File: src/ckvf_regs.vh
// register indices, field positions, reset values for the colour key fader
`ifndef CKVF_REGS_VH
`define CKVF_REGS_VH

// register indices; byte address on the bus is four times the index
`define CKVF_IDX_KEY1_LOWER_U   8'h42
`define CKVF_IDX_KEY1_LOWER_V   8'h43
`define CKVF_IDX_KEY1_LOWER_Y   8'h44
`define CKVF_IDX_KEY2_LOWER_U   8'h45
`define CKVF_IDX_KEY2_LOWER_V   8'h46
`define CKVF_IDX_KEY2_LOWER_Y   8'h47
`define CKVF_IDX_KEY1_UPPER_U   8'h48
`define CKVF_IDX_KEY1_UPPER_V   8'h49
`define CKVF_IDX_KEY1_UPPER_Y   8'h4A
`define CKVF_IDX_KEY2_UPPER_U   8'h4B
`define CKVF_IDX_KEY2_UPPER_V   8'h4C
`define CKVF_IDX_KEY2_UPPER_Y   8'h4D
`define CKVF_IDX_FADE_ONE       8'h4E
`define CKVF_IDX_FILL_FADE_TWO  8'h4F
`define CKVF_IDX_FADE_THREE     8'h50
`define CKVF_IDX_FILL_U         8'h51
`define CKVF_IDX_FILL_V         8'h52
`define CKVF_IDX_FILL_Y         8'h53
`define CKVF_IDX_PATH_CTRL      8'h54
`define CKVF_IDX_STATUS         8'h60

// fields
`define CKVF_FADE_MSB           5
`define CKVF_VIDEO_FILL_BIT     7
`define CKVF_MPEG_FILL_BIT      6
`define CKVF_ENC_SEL_BIT        5
`define CKVF_ST_KEY1_BIT        0
`define CKVF_ST_KEY2_BIT        1
`define CKVF_ST_FILL_BIT        2

// reset values
`define CKVF_RST_LIMIT          8'h80
`define CKVF_RST_FADE           6'h3F
`define CKVF_RST_FILL_COLOUR    8'h80
`define CKVF_RST_FILL_FADE_TWO  8'h3F
`define CKVF_RST_PATH_CTRL      8'h00

// fade arithmetic: weight = factor / full scale, rounded half up
`define CKVF_FADE_FULL          6'h3F
`define CKVF_FADE_ROUND         14'h001F

`endif

File: src/ckvf_fader.v
// colour keyed video fader with APB register slave
//
// The APB interface to the registers was left to the implementer.
`timescale 1ns/1ps
`include "ckvf_regs.vh"

module ckvf_fader #(
	parameter ADDR_WIDTH = 12
) (
	input  wire                  clk,
	input  wire                  resetn,
	input  wire                  psel,
	input  wire                  penable,
	input  wire                  pwrite,
	input  wire [ADDR_WIDTH-1:0] paddr,
	input  wire [31:0]           pwdata,
	input  wire [3:0]            pstrb,
	output reg  [31:0]           prdata,
	output reg                   pready,
	output reg                   pslverr,
	input  wire                  pixValid,
	input  wire [7:0]            vidU,
	input  wire [7:0]            vidV,
	input  wire [7:0]            vidY,
	input  wire [7:0]            mpgU,
	input  wire [7:0]            mpgV,
	input  wire [7:0]            mpgY,
	input  wire [7:0]            mpgBU,
	input  wire [7:0]            mpgBV,
	input  wire [7:0]            mpgBY,
	output reg                   outValid,
	output reg  [7:0]            outU,
	output reg  [7:0]            outV,
	output reg  [7:0]            outY
);

	// configuration registers and the status register
	reg [7:0] key1LowerU_q;
	reg [7:0] key1LowerV_q;
	reg [7:0] key1LowerY_q;
	reg [7:0] key1UpperU_q;
	reg [7:0] key1UpperV_q;
	reg [7:0] key1UpperY_q;
	reg [7:0] key2LowerU_q;
	reg [7:0] key2LowerV_q;
	reg [7:0] key2LowerY_q;
	reg [7:0] key2UpperU_q;
	reg [7:0] key2UpperV_q;
	reg [7:0] key2UpperY_q;
	reg [5:0] fadeOne_q;
	reg [5:0] fadeTwo_q;
	reg [5:0] fadeThree_q;
	reg       videoColourFill_q;
	reg       mpegColourFill_q;
	reg [7:0] fillColourU_q;
	reg [7:0] fillColourV_q;
	reg [7:0] fillColourY_q;
	reg       encoderSourceSelect_q;
	reg [2:0] status_q;

	// first pipeline stage: chosen operands and weight
	reg [7:0] aU_q;
	reg [7:0] aV_q;
	reg [7:0] aY_q;
	reg [7:0] bU_q;
	reg [7:0] bV_q;
	reg [7:0] bY_q;
	reg [5:0] weight_q;
	reg       stageValid_q;

	// x lies inside [lo, hi]; an inverted window never matches
	function inWindow;
		input [7:0] x;
		input [7:0] lo;
		input [7:0] hi;
		begin
			inWindow = (x >= lo) && (x <= hi);
		end
	endfunction

	// all three components inside their windows; shared by both keys
	function keyWindow;
		input [7:0] u;
		input [7:0] v;
		input [7:0] y;
		input [7:0] loU;
		input [7:0] loV;
		input [7:0] loY;
		input [7:0] hiU;
		input [7:0] hiV;
		input [7:0] hiY;
		begin
			keyWindow = inWindow(u, loU, hiU)
				& inWindow(v, loV, hiV)
				& inWindow(y, loY, hiY);
		end
	endfunction

	// f/63 of a plus (63-f)/63 of b, rounded half up
	function [7:0] blend;
		input [5:0] f;
		input [7:0] a;
		input [7:0] b;
		reg   [13:0] sum;
		reg   [13:0] quo;
		begin
			sum = ({8'h00, f} * {6'h00, a})
				+ ({8'h00, `CKVF_FADE_FULL - f} * {6'h00, b})
				+ `CKVF_FADE_ROUND;
			quo = sum / {8'h00, `CKVF_FADE_FULL};
			blend = quo[7:0];
		end
	endfunction

	// bus decode
	// misaligned or high-address accesses are answered with pslverr
	wire [7:0] regIndex = paddr[9:2];
	wire       upperZero;
	wire       access;
	wire       wrStrobe;
	reg        mapped;
	reg [7:0]  readByte;

	generate
		if (ADDR_WIDTH > 10) begin : gUpper
			assign upperZero = ~|paddr[ADDR_WIDTH-1:10];
		end else begin : gNoUpper
			assign upperZero = 1'b1;
		end
	endgenerate

	assign access = psel & penable;
	// write lands only at the edge that completes the transfer
	// pstrb[0] low: the transfer completes but nothing is stored
	assign wrStrobe = access & pready & pwrite & ~pslverr & pstrb[0];

	always @* begin
		mapped = upperZero & (paddr[1:0] == 2'b00);
		readByte = 8'h00;
		case (regIndex)
		`CKVF_IDX_KEY1_LOWER_U: readByte = key1LowerU_q;
		`CKVF_IDX_KEY1_LOWER_V: readByte = key1LowerV_q;
		`CKVF_IDX_KEY1_LOWER_Y: readByte = key1LowerY_q;
		`CKVF_IDX_KEY1_UPPER_U: readByte = key1UpperU_q;
		`CKVF_IDX_KEY1_UPPER_V: readByte = key1UpperV_q;
		`CKVF_IDX_KEY1_UPPER_Y: readByte = key1UpperY_q;
		`CKVF_IDX_KEY2_LOWER_U: readByte = key2LowerU_q;
		`CKVF_IDX_KEY2_LOWER_V: readByte = key2LowerV_q;
		`CKVF_IDX_KEY2_LOWER_Y: readByte = key2LowerY_q;
		`CKVF_IDX_KEY2_UPPER_U: readByte = key2UpperU_q;
		`CKVF_IDX_KEY2_UPPER_V: readByte = key2UpperV_q;
		`CKVF_IDX_KEY2_UPPER_Y: readByte = key2UpperY_q;
		`CKVF_IDX_FADE_ONE:     readByte = {2'b00, fadeOne_q};
		`CKVF_IDX_FILL_FADE_TWO: begin
			readByte = {videoColourFill_q, mpegColourFill_q, fadeTwo_q};
		end
		`CKVF_IDX_FADE_THREE:   readByte = {2'b00, fadeThree_q};
		`CKVF_IDX_FILL_U:       readByte = fillColourU_q;
		`CKVF_IDX_FILL_V:       readByte = fillColourV_q;
		`CKVF_IDX_FILL_Y:       readByte = fillColourY_q;
		`CKVF_IDX_PATH_CTRL: begin
			readByte = {2'b00, encoderSourceSelect_q, 5'b00000};
		end
		`CKVF_IDX_STATUS:       readByte = {5'b00000, status_q};
		default: begin
			mapped = 1'b0;
			readByte = 8'h00;
		end
		endcase
	end

	// one wait state: pready rises in the second access cycle
	always @(posedge clk or negedge resetn) begin
		if (!resetn) begin
			pready  <= 1'b0;
			pslverr <= 1'b0;
			prdata  <= 32'h00000000;
		end else if (access && !pready) begin
			pready  <= 1'b1;
			pslverr <= ~mapped;
			prdata  <= (mapped && !pwrite) ? {24'h000000, readByte}
			                               : 32'h00000000;
		end else begin
			pready  <= 1'b0;
			pslverr <= 1'b0;
			prdata  <= 32'h00000000;
		end
	end

	// register writes
	always @(posedge clk or negedge resetn) begin
		if (!resetn) begin
			key1LowerU_q <= `CKVF_RST_LIMIT;
			key1LowerV_q <= `CKVF_RST_LIMIT;
			key1LowerY_q <= `CKVF_RST_LIMIT;
			key1UpperU_q <= `CKVF_RST_LIMIT;
			key1UpperV_q <= `CKVF_RST_LIMIT;
			key1UpperY_q <= `CKVF_RST_LIMIT;
			key2LowerU_q <= `CKVF_RST_LIMIT;
			key2LowerV_q <= `CKVF_RST_LIMIT;
			key2LowerY_q <= `CKVF_RST_LIMIT;
			key2UpperU_q <= `CKVF_RST_LIMIT;
			key2UpperV_q <= `CKVF_RST_LIMIT;
			key2UpperY_q <= `CKVF_RST_LIMIT;
			fadeOne_q <= `CKVF_RST_FADE;
			fadeTwo_q <= `CKVF_RST_FADE;
			fadeThree_q <= `CKVF_RST_FADE;
			videoColourFill_q <= 1'b0;
			mpegColourFill_q <= 1'b0;
			fillColourU_q <= `CKVF_RST_FILL_COLOUR;
			fillColourV_q <= `CKVF_RST_FILL_COLOUR;
			fillColourY_q <= `CKVF_RST_FILL_COLOUR;
			encoderSourceSelect_q <= 1'b0;
		end else if (wrStrobe) begin
			case (regIndex)
			`CKVF_IDX_KEY1_LOWER_U: key1LowerU_q <= pwdata[7:0];
			`CKVF_IDX_KEY1_LOWER_V: key1LowerV_q <= pwdata[7:0];
			`CKVF_IDX_KEY1_LOWER_Y: key1LowerY_q <= pwdata[7:0];
			`CKVF_IDX_KEY1_UPPER_U: key1UpperU_q <= pwdata[7:0];
			`CKVF_IDX_KEY1_UPPER_V: key1UpperV_q <= pwdata[7:0];
			`CKVF_IDX_KEY1_UPPER_Y: key1UpperY_q <= pwdata[7:0];
			`CKVF_IDX_KEY2_LOWER_U: key2LowerU_q <= pwdata[7:0];
			`CKVF_IDX_KEY2_LOWER_V: key2LowerV_q <= pwdata[7:0];
			`CKVF_IDX_KEY2_LOWER_Y: key2LowerY_q <= pwdata[7:0];
			`CKVF_IDX_KEY2_UPPER_U: key2UpperU_q <= pwdata[7:0];
			`CKVF_IDX_KEY2_UPPER_V: key2UpperV_q <= pwdata[7:0];
			`CKVF_IDX_KEY2_UPPER_Y: key2UpperY_q <= pwdata[7:0];
			// reserved bits 7:6 are not stored and read back as zero
			`CKVF_IDX_FADE_ONE: begin
				fadeOne_q <= pwdata[`CKVF_FADE_MSB:0];
			end
			`CKVF_IDX_FILL_FADE_TWO: begin
				videoColourFill_q <= pwdata[`CKVF_VIDEO_FILL_BIT];
				mpegColourFill_q <= pwdata[`CKVF_MPEG_FILL_BIT];
				fadeTwo_q <= pwdata[`CKVF_FADE_MSB:0];
			end
			`CKVF_IDX_FADE_THREE: begin
				fadeThree_q <= pwdata[`CKVF_FADE_MSB:0];
			end
			`CKVF_IDX_FILL_U: fillColourU_q <= pwdata[7:0];
			`CKVF_IDX_FILL_V: fillColourV_q <= pwdata[7:0];
			`CKVF_IDX_FILL_Y: fillColourY_q <= pwdata[7:0];
			`CKVF_IDX_PATH_CTRL: begin
				encoderSourceSelect_q <= pwdata[`CKVF_ENC_SEL_BIT];
			end
			default: begin
				encoderSourceSelect_q <= encoderSourceSelect_q;
			end
			endcase
		end
	end

	// key detection on the mpeg sample
	wire key1Hit = keyWindow(mpgU, mpgV, mpgY,
		key1LowerU_q, key1LowerV_q, key1LowerY_q,
		key1UpperU_q, key1UpperV_q, key1UpperY_q);
	wire key2Hit = keyWindow(mpgU, mpgV, mpgY,
		key2LowerU_q, key2LowerV_q, key2LowerY_q,
		key2UpperU_q, key2UpperV_q, key2UpperY_q);
	wire fillActive = videoColourFill_q | mpegColourFill_q;

	// operand selection; weight always applies to the a side
	reg [7:0] aU_d;
	reg [7:0] aV_d;
	reg [7:0] aY_d;
	reg [7:0] bU_d;
	reg [7:0] bV_d;
	reg [7:0] bY_d;
	reg [5:0] weight_d;

	always @* begin
		aU_d = vidU;
		aV_d = vidV;
		aY_d = vidY;
		bU_d = mpgU;
		bV_d = mpgV;
		bY_d = mpgY;
		weight_d = fadeThree_q;
		if (!encoderSourceSelect_q) begin
			// full weight on a reproduces the bypass sample exactly
			aU_d = mpgBU;
			aV_d = mpgBV;
			aY_d = mpgBY;
			weight_d = `CKVF_FADE_FULL;
		end else if (videoColourFill_q) begin
			// video fill outranks mpeg fill if both are set
			bU_d = fillColourU_q;
			bV_d = fillColourV_q;
			bY_d = fillColourY_q;
			weight_d = fadeTwo_q;
		end else if (mpegColourFill_q) begin
			aU_d = mpgU;
			aV_d = mpgV;
			aY_d = mpgY;
			bU_d = fillColourU_q;
			bV_d = fillColourV_q;
			bY_d = fillColourY_q;
			weight_d = fadeTwo_q;
		end else if (key1Hit) begin
			weight_d = fadeOne_q;
		end else if (key2Hit) begin
			bU_d = fillColourU_q;
			bV_d = fillColourV_q;
			bY_d = fillColourY_q;
			weight_d = fadeTwo_q;
		end
	end

	// stage one: capture operands and the per-sample status
	always @(posedge clk or negedge resetn) begin
		if (!resetn) begin
			aU_q <= 8'h00;
			aV_q <= 8'h00;
			aY_q <= 8'h00;
			bU_q <= 8'h00;
			bV_q <= 8'h00;
			bY_q <= 8'h00;
			weight_q <= 6'h00;
			stageValid_q <= 1'b0;
			status_q <= 3'b000;
		end else begin
			stageValid_q <= pixValid;
			if (pixValid) begin
				aU_q <= aU_d;
				aV_q <= aV_d;
				aY_q <= aY_d;
				bU_q <= bU_d;
				bV_q <= bV_d;
				bY_q <= bY_d;
				weight_q <= weight_d;
				// keys read as not hit while a fill mode holds them off
				status_q[`CKVF_ST_KEY1_BIT] <= key1Hit & ~fillActive;
				status_q[`CKVF_ST_KEY2_BIT] <= key2Hit & ~fillActive;
				status_q[`CKVF_ST_FILL_BIT] <= fillActive;
			end
		end
	end

	// stage two: the blend; division by a constant stays in one cycle
	always @(posedge clk or negedge resetn) begin
		if (!resetn) begin
			outValid <= 1'b0;
			outU <= 8'h00;
			outV <= 8'h00;
			outY <= 8'h00;
		end else begin
			outValid <= stageValid_q;
			if (stageValid_q) begin
				outU <= blend(weight_q, aU_q, bU_q);
				outV <= blend(weight_q, aV_q, bV_q);
				outY <= blend(weight_q, aY_q, bY_q);
			end
		end
	end

endmodule

File: config.mk
export PLATFORM = sky130hd
export DESIGN_NAME = ckvf_fader
export DESIGN_NICKNAME = d
export VERILOG_FILES = /design/src/ckvf_fader.v
export VERILOG_INCLUDE_DIRS = /design/src
export SDC_FILE = /design/constraint.sdc
export NUM_CORES = 1
export LEC_CHECK = 0
export BUFFER_PORTS_ARGS = -buffer_cell sky130_fd_sc_hd__buf_2
export CORE_MARGIN = 3
export CORE_UTILIZATION = 62
export DETAILED_ROUTE_END_ITERATION = 12
export PLACE_DENSITY = 0.91
export RECOVER_POWER = 50
export SKIP_CTS_REPAIR_TIMING = 1
export SLEW_MARGIN = 20
export SYNTH_ARGS = -nofsm -noshare
export SYNTH_HDL_FRONTEND = slang
export SYNTH_SLANG_ARGS = --single-unit
File: constraint.sdc
create_clock -name clk -period 19.4 [get_ports clk]
set_clock_uncertainty 0.2 [all_clocks]
set_input_delay 2.91 -clock clk [delete_from_list [all_inputs] [get_ports clk]]
set_output_delay 2.91 -clock clk [all_outputs]
set_load 0.03 [all_outputs]
=== Word level (Yosys, flattened, before mapping) ===
Cells that the tools add are included.

* Bitwise logic cells: 16
* Equal/unequal tests: 20
* Reductions and logical operators: 33
* $add $sub $neg: 7
* Magnitude comparators: 12
* $mul: 6
* Divide/modulo/power cells: 3
* Muxes and demuxes: 35

{| class="wikitable"
|+ Operators by type and width
! cell !! number
|-
| 8-bit 2-to-1 mux || 26
|-
| 8-bit by 7-bit == test with 1-bit output, second input constant || 20
|-
| 8-bit case mux with 20 select lines || 1
|-
| 6-bit by 8-bit multiplier with 14-bit output || 6
|-
| 8-bit greater-or-equal comparator || 6
|-
| 8-bit less-or-equal comparator || 6
|-
| 14-bit adder || 3
|-
| 14-bit by 5-bit adder with 14-bit output, second input constant || 3
|-
| 14-bit by 6-bit divider with 14-bit output, second input constant || 3
|-
| 2-bit AND reduction || 19
|-
| 6-bit 2-to-1 mux || 5
|-
| 20-bit OR reduction || 1
|-
| 1-bit AND || 12
|-
| 1-bit logical AND || 8
|-
| 6-bit subtractor, first input constant || 1
|-
| 1-bit logical NOT || 3
|-
| 1-bit 2-to-1 mux || 3
|-
| 1-bit inverter || 3
|-
| 2-bit logical NOT || 1
|-
| 2-bit OR reduction || 1
|-
| 1-bit bitwise OR || 1
|}

* Register bits after elaboration: 258
* Input bits: 126
* Output and inout port bits: 59
* Logic and storage cells: 169

=== Logic depth before layout (Yosys ltp) ===
Gate-level depths: netlist of the first run.

* Word-level depth: 9
* Depth in mapped cells: 42

=== Worst setup path after synthesis of the first run ===
No wires, ideal clock.

* Kind: reg2reg
* Start point: register weight_q[3]
* End point: register outV[0]
* Period minus slack after synthesis: 9.889 ns
* Buffers on the path: 3
* Setup time: 0.076 ns
* Stages on the path, launching flop included: 36
* Setup slack: 9.511 ns
* Data required time: 19.124 ns
* Arrival: 9.612 ns
* Cell sequence: dfrtp_1 > buf_1 > clkbuf_1 > nand2_1 > fa_1 > fa_1 > inv_1 > fa_1 > fa_1 > inv_1 > fa_1 > inv_1 > ha_1 > o21a_1 > a2111oi_0 > o211ai_2 > xor2_1 > a31oi_1 > o311ai_1 > o211a_1 > buf_4 > mux2_2 > a211oi_1 > nand3_1 > o311ai_2 > a211oi_1 > and3_1 > or3_1 > xnor2_1 > nor2_1 > ha_1 > inv_1 > a31oi_1 > a31oi_1 > a2111o_1 > o21ai_1

* Cells in the longest elaborated chain, start to end: 5
* Elaborated cells between the ends (all ways): 6
* Classes of those cells: add/sub (3); mul (2); div (1)

{| class="wikitable"
|+ Ends and longest elaborated chain
! item !! line !! source
|-
| from (decl) || ckvf_fader.v:68 || <nowiki>reg [5:0] weight_q;</nowiki>
|-
| from (signal assigned) || ckvf_fader.v:330 || <nowiki>weight_q <= weight_d;</nowiki>
|-
| 6-bit subtractor (no line) || -- ||
|-
| 6-bit by 8-bit multiplier with 14-bit output || ckvf_fader.v:108 || <nowiki>+ ({8'h00, `CKVF_FADE_FULL - f} * {6'h00, b})</nowiki>
|-
| 14-bit adder * || ckvf_fader.v:107 || <nowiki>sum = ({8'h00, f} * {6'h00, a})</nowiki>
|-
| 14-bit by 5-bit adder with 14-bit output (no line) * || -- ||
|-
| 14-bit by 6-bit divider with 14-bit output * || ckvf_fader.v:110 || <nowiki>quo = sum / {8'h00, `CKVF_FADE_FULL};</nowiki>
|-
| to (signal assigned) || ckvf_fader.v:350 || <nowiki>outV <= blend(weight_q, aV_q, bV_q);</nowiki>
|-
| to (decl) || ckvf_fader.v:33 || <nowiki>output reg [7:0] outV,</nowiki>
|}

Mark *: on every way between the ends. The rest lies on a longest branch, timed or not.
A chain may end at the register's enable or synchronous reset.

=== Worst setup path in the final report of the first run ===
* Start point: register weight_q[1]
* End point: register outV[0]

Same word-level chain as after synthesis.

==> results of run 1 <==
-- cell usage in the layout (no fill, tap or decap), types with 22 or more instances in the layout --
| cell | instances |
|---|---|
| inv_1 | 453 |
| ha_1 | 222 |
| fa_1 | 219 |
| dfrtp_1 | 200 |
| nand2_1 | 196 |
| nor2_1 | 188 |
| mux2_2 | 174 |
| a21oi_1 | 170 |
| nor2b_1 | 108 |
| nand2b_1 | 101 |
| o21ai_0 | 95 |
| buf_2 | 95 |
| and2_1 | 71 |
| mux2i_1 | 63 |
| nand3_1 | 59 |
| nor3_1 | 50 |
| clkbuf_1 | 40 |
| xnor2_1 | 39 |
| dfstp_2 | 33 |
| o211ai_1 | 29 |
| a21o_1 | 28 |
| o21a_1 | 28 |
| a31oi_1 | 27 |
| clkbuf_16 | 27 |
| and3_1 | 26 |
| conb_1 | 24 |
| xor2_1 | 22 |
-- final cells by class --
| type | count | area, µm² | share of cell area [%] |
|---|---|---|---|
| multi-input cells | 2313 | 19700 | 66.2 |
| flip-flops and latches | 234 | 5900 | 19.8 |
| inverters | 453 | 1700 | 5.70 |
| well taps | 592 | 741 | 2.48 |
| clock buffers | 31 | 721 | 2.42 |
| repair buffers | 147 | 719 | 2.41 |
| clock inverters | 19 | 295 | 0.990 |
-- metal layers --
| metal | global-route usage [%] | part of all wire (%) | vias to the layer above |
|---|---|---|---|
| met5 | 0 | 0 | - |
| met4 | 20.0 | 7.6 | 0 |
| met3 | 5.38 | 8.3 | 427 |
| met2 | 52.9 | 47 | 1331 |
| met1 | 39.8 | 37 | 11678 |
| li1 | - | - | 10778 |
-- path summary, 6_finish.rpt --
kind	start	end	slack (ps)
worst max-delay path	weight_q[1]	outV[0]	7550
min in group asynchronous	resetn	pslverr	4190
max in group asynchronous	resetn	bU_q[3]	9440
worst min-delay path	pready	pready	280
worst max register to register	weight_q[1]	outV[0]	7550
worst min register to register	pready	pready	280
-- kinds of logic (layout without fill, tap and decap cells) --
family,Yosys count,after routing,synth area share [%]
AND/OR/NAND/NOR,919,919,17.3
AO/OA/AOI/OAI,619,619,15.6
buffers and inverters,588,650,8.37
adder cells (fa/ha/maj),444,444,25.8
multiplexers,243,243,9.69
flip-flops,234,234,21.1
XOR/XNOR,64,64,2.14
other,1,24,0.0134
-- worst register-to-register path, delay by kind of cell, from the launching register on --
kind,cells,cell delay (ps)
flops,1,890
simple gates,5,1310
fa+ha+maj,7,3120
compound gates,13,4400
mux,1,420
xor+xnor,2,730
buf+inv,5,690
-- stage by stage --
stage / utilization, % / hold slack [ps]
finish: 67.3 / 281
floorplan: - / 165
global placement: 65.1 / 262
CTS: 67.4 / 281
detailed placement: 65.1 / 271
global route: 67.3 / 311
==> key figures, run 1 <==
Global route
  – Largest net degree at the start of global routing: 104
  – Global Route Usage Sum: 32.2%
  – First-pass GRT wire length: 124 mm
  – Total congestion overflow: 0
  – Initial antenna violation count: 0
  – Vias in the first global route: 24.5k

Setup path
  – Crit Path Class: flop to flop
  – Most used cell, CP: fa_1
  – Req. time, crit path: 19700 ps
  – CP arrival: 12150 ps
  – CP delay by family, top: compound AO/OA/AOI/OAI gates
  – CP Depth: 33
  – Crit-path max cell delay: 890 ps
  – R2R depth: 33
  – Max stage delay cell, worst path: dfrtp_1
  – WP buf/inv: 5
  – Startpoint Class: flop
  – Crit Path Max Fanout: 30
  – Worst setup EP type: flop

Die
  – Initial Utilization: 62.9%
  – Die Wd: 218 µm
  – CORE AREA: 0.0443 mm²
  – Row cnt: 77
  – Chip height: 218 µm
  – I/O pins: 185
  – Full die area: 0.0476 mm²

Timing
  – Tmin final: 11850 ps
  – Post-Route Setup TNS: 0 ps
  – Slew HR: -276%
  – Period Utilization, post-route: 61.1%
  – Final worst-path setup slack: 7550 ps
  – Final max-slew violation count: 330
  – Unrepaired setup endpoints after global routing: no
  – Endpoints failing setup: 0
  – Worst-Margin Slew: 5640 ps
  – Highest Clock Rate: 84.4 MHz
  – Final hold vios: 0

Final layout
  – Final Cell Area: 0.0298 mm²
  – Share of layout cells above drive strength 1: 13.6%
  – Nets: 3743
  – Fillers: 3211
  – Syn-to-layout area delta: 6.93%
  – Diode count: 0
  – Non-Filler Instances: 3789

Worst hold path
  – Worst hold path depth: 1
  – Hold Crit Class: flop to flop

Synth
  – Synth Register Bits: 234
  – Number of enable flip-flop cells after synthesis: 0
  – Yosys top cell area share: 18.0%
  – Cell Area, Synth: 0.0279 mm²
  – FFs w/ async S/R, synth: 100%
  – Register area share after synthesis: 21.1%
  – Most frequent cell after synthesis: inv_1
  – Synth cell count leaders: inv_1 (453), ha_1 (222), fa_1 (219), dfrtp_1 (201), nand2_1 (196)
  – Top area cells in the synthesized netlist: dfrtp_1 (18%), fa_1 (16%), ha_1 (10%), mux2_2 (7.1%), inv_1 (6.1%)
  – Gate Count Post-Synth: 3112
  – Synthesis Warnings: 0
  – Ys flop type: dfrtp_1
  – Distinct cells, synth: 117
  – Yosys top cell by area: dfrtp_1
  – Avg Synthesized Cell Area: 8.96 µm²

Drt
  – Final wirelength: 77.0 mm
  – Routed vias/inst: 6.39
  – Initial DRC Count: 2589
  – DR WL/cell: 20.3 µm
  – DRC: 0
  – Drt pass-1 iters: 9
  – Routed Antenna Nets: 0
  – Routed via count: 24.2k

Run
  – Max-cap violations: 5

Run status
  – Failing checks: capacitance limit, slew limit
  – Outcome: finished, violations left

Placement
  – Placer Congestion: 0.974
  – DP HPWL: 56.1 mm
  – Pre-CTS setup slack: 7780 ps
  – Placed insts: 3739
  – Placed Instance Area: 0.0289 mm²
  – IO buf count: 133

Clocking
  – Maximum clock insertion buffer count: 3
  – Clock tree sinks: 234
  – Number of CTS-inserted buffers: 27
  – H-tree depth: 1
  – Worst-skew pair later-pin latency: 590 ps
  – TritonCTS clock tree: built
  – Clock root buffer: clkbuf_16
  – CTS clk-pin slew, worst paths: 70 ps
Power of run 1 is not shown: default switching activity piles up to over one toggle a cycle in this logic, so the estimate is an artifact.
==> run 2, diff against run 1 <==
--- a/config.mk
+++ b/config.mk
@@ -6,6 +6,7 @@
 export SDC_FILE = /design/constraint.sdc
 export NUM_CORES = 1
 export LEC_CHECK = 0
+export ABC_AREA = 1
 export BUFFER_PORTS_ARGS = -buffer_cell sky130_fd_sc_hd__buf_2
 export CORE_MARGIN = 3
 export CORE_UTILIZATION = 62
==> constraint.sdc (replaced) <==
create_clock -name clk -period 11.1 [get_ports clk]
set_clock_uncertainty 0.2 [all_clocks]
set_input_delay 1.665 -clock clk [delete_from_list [all_inputs] [get_ports clk]]
set_output_delay 1.665 -clock clk [all_outputs]
set_load 0.03 [all_outputs]
==> key figures, run 2 <==
Run status
  – Outcome: finished, violations left
  – Failing checks: capacitance limit, slew limit

Setup path
  – Crit-path max cell delay: 540 ps
  – Worst setup EP type: flop
  – Max stage delay cell, worst path: fa_1
  – CP arrival: 10240 ps
  – Worst reg-to-reg setup slack: 1150 ps
  – Reg-to-reg startpoint: weight_q[4]
  – R2R depth: 59
  – RR Endpoint: outV[0]
  – Crit Path Class: flop to flop
  – Startpoint Class: flop
  – Crit Path Max Fanout: 13
  – Most used cell, CP: nand2_1
  – Req. time, crit path: 11380 ps

Synth
  – Avg Synthesized Cell Area: 7.10 µm²
  – Synth Area in Simple Gates: 24.8%
  – FFs w/ async S/R, synth: 100%
  – Mux contribution to synthesized area: 0%
  – Distinct cells, synth: 63
  – Synth cell count leaders: nand2_1 (964), inv_1 (798), nor2_1 (279), o21ai_0 (259), ha_1 (222)
  – Synthesis Warnings: 0
  – Cell Area, Synth: 0.0270 mm²
  – Synth Register Bits: 234
  – Post-synthesis compound-gate area fraction: 12.6%
  – Yosys top cell area share: 18.6%
  – Yosys top cell by area: dfrtp_1
  – Ys flop type: dfrtp_1
  – Register area share after synthesis: 21.9%
  – Largest family of logic cells by synthesized area: adder cells
  – Top area cells in the synthesized netlist: dfrtp_1 (19%), fa_1 (16%), nand2_1 (13%), inv_1 (11%), ha_1 (10%)
  – Number of enable flip-flop cells after synthesis: 0
  – Adder-cell area share of the yosys netlist: 26.5%
  – XOR/XNOR Fraction of Synth Area: 0.904%
  – Gate Count Post-Synth: 3798
  – Most frequent cell after synthesis: nand2_1

Drt
  – DRC: 0
  – Routed vias/inst: 5.60
  – DR WL/cell: 16.7 µm
  – Final wirelength: 75.1 mm
  – Routed Antenna Nets: 0
  – Routed via count: 25.1k
  – Drt pass-1 iters: 6
  – Initial DRC Count: 2262

Worst hold path
  – Worst Hold End: pslverr
  – Worst hold path depth: 1
  – Hold Crit Class: flop to flop
  – Hold Startpoint: pready

Clocking
  – Clock tree sinks: 234
  – Number of CTS-inserted buffers: 29
  – CTS clk-pin slew, worst paths: 60 ps
  – TritonCTS clock tree: built
  – Worst-skew pair later-pin latency: 610 ps
  – Clock root buffer: clkbuf_16
  – H-tree depth: 1
  – Maximum clock insertion buffer count: 3

Placement
  – IO buf count: 133
  – Placer Congestion: 1.03
  – DP HPWL: 56.9 mm

Timing
  – Final hold vios: 0
  – Endpoints failing setup: 0
  – Unrepaired setup endpoints after global routing: no
  – Highest Clock Rate: 100 MHz
  – Period Utilization, post-route: 89.7%
  – Tmin final: 9950 ps
  – Worst-Margin Slew: 4760 ps
  – Final max-slew violation count: 391
  – Post-Route Setup TNS: 0 ps
  – Slew HR: -217%

Die
  – Initial Utilization: 63.5%
  – Chip height: 215 µm
  – Full die area: 0.0461 mm²
  – CORE AREA: 0.0425 mm²
  – Row cnt: 75
  – Die Wd: 215 µm
  – I/O pins: 185

Final layout
  – Syn-to-layout area delta: 7.76%
  – Share of layout cells above drive strength 1: 9.03%
  – Nets: 4455
  – Commonest non-fill, non-tap cell in the layout: nand2_1
  – Diode count: 0
  – Area of the multi-input gates: 0.0176 mm²
  – Most frequent cells in the layout: nand2_1 (964), inv_1 (798), nor2_1 (278), o21ai_0 (259), ha_1 (222)
  – Fillers: 3392
  – Storage cell area: 0.00590 mm²

Global route
  – Largest net degree at the start of global routing: 81
  – Initial antenna violation count: 0
  – Vias in the first global route: 24.8k
  – Global Route Usage Sum: 32.3%
  – First-pass GRT wire length: 122 mm
  – Total congestion overflow: 0

Run
  – Max-cap violations: 6
## run 2: cell types whose count changed in the layout (fill, tap and decap cells not counted), moves of 87 or more
cell	previous run	this run
inv_1	453	798
mux2_2	174	0
nand2_1	196	964
nand2b_1	101	0
nand3_1	59	146
nor2_1	188	278
nor2b_1	108	0
o21ai_0	95	259
## run 2: metrics by stage
step / cell area, µm² / hold WS, ps / cells / worst slack (ps) / utilization, %
floorplan: 27100 / 172 / 3821 / 2260 / -
global placement: 28100 / 261 / 4434 / 1490 / 66.1
detailed placement: 28100 / 270 / 4434 / 1220 / 66.1
CTS: 29100 / 279 / 4488 / 1200 / 68.5
global route: 29100 / 309 / 4488 / 241 / 68.4
finish: 29100 / 274 / 4488 / 1150 / 68.4
## run 2: cell type report
cell class | count | share of cell area, %
multi-input combinational | 2656 | 60.5
clock inverter | 20 | 0.844
sequential | 234 | 20.3
clock buffer | 34 | 2.66
inverter | 818 | 10.6
tap | 577 | 2.48
timing repair buffer | 149 | 2.62
## run 2: worst max-delay path by stage
stage	start	to	slack, ps	cells after the start
CTS	weight_q[2]	outV[0]	1200	61
global placement	weight_q[4]	outV[0]	1490	59
floorplan	weight_q[4]	outV[0]	2260	58
detailed placement	weight_q[4]	outV[0]	1220	59
finish	weight_q[4]	outV[0]	1150	59
global route	weight_q[2]	outV[0]	240	61
## run 2: metal layers
metal / wire length [µm] / global-route usage [%] / up-vias
met1: 28700 / 40.3 / 11644
li1: - / - / 11977
met5: 0 / 0 / -
met4: 4890 / 17.6 / 0
met2: 34400 / 53.0 / 1206
met3: 7180 / 6.77 / 321
## run 2: logic make-up after synthesis
group | after synthesis
buf+inv | 931
flops | 234
xor+xnor | 27
compound gates | 594
simple gates | 1570
fa+ha+maj | 441
other cells | 1
## run 2: critical path: cells and delay by family, from the launching register on
family                     cells  cell delay [ps]
and+or+nand+nor               40             4510
adders and majority gates      7             3200
buffers and inverters          8              910
AOI/OAI and AO/OA              3              500
DFF                            1              400
xor gates and xnor gates       1              150
Power of run 2 is left out for the same reason.
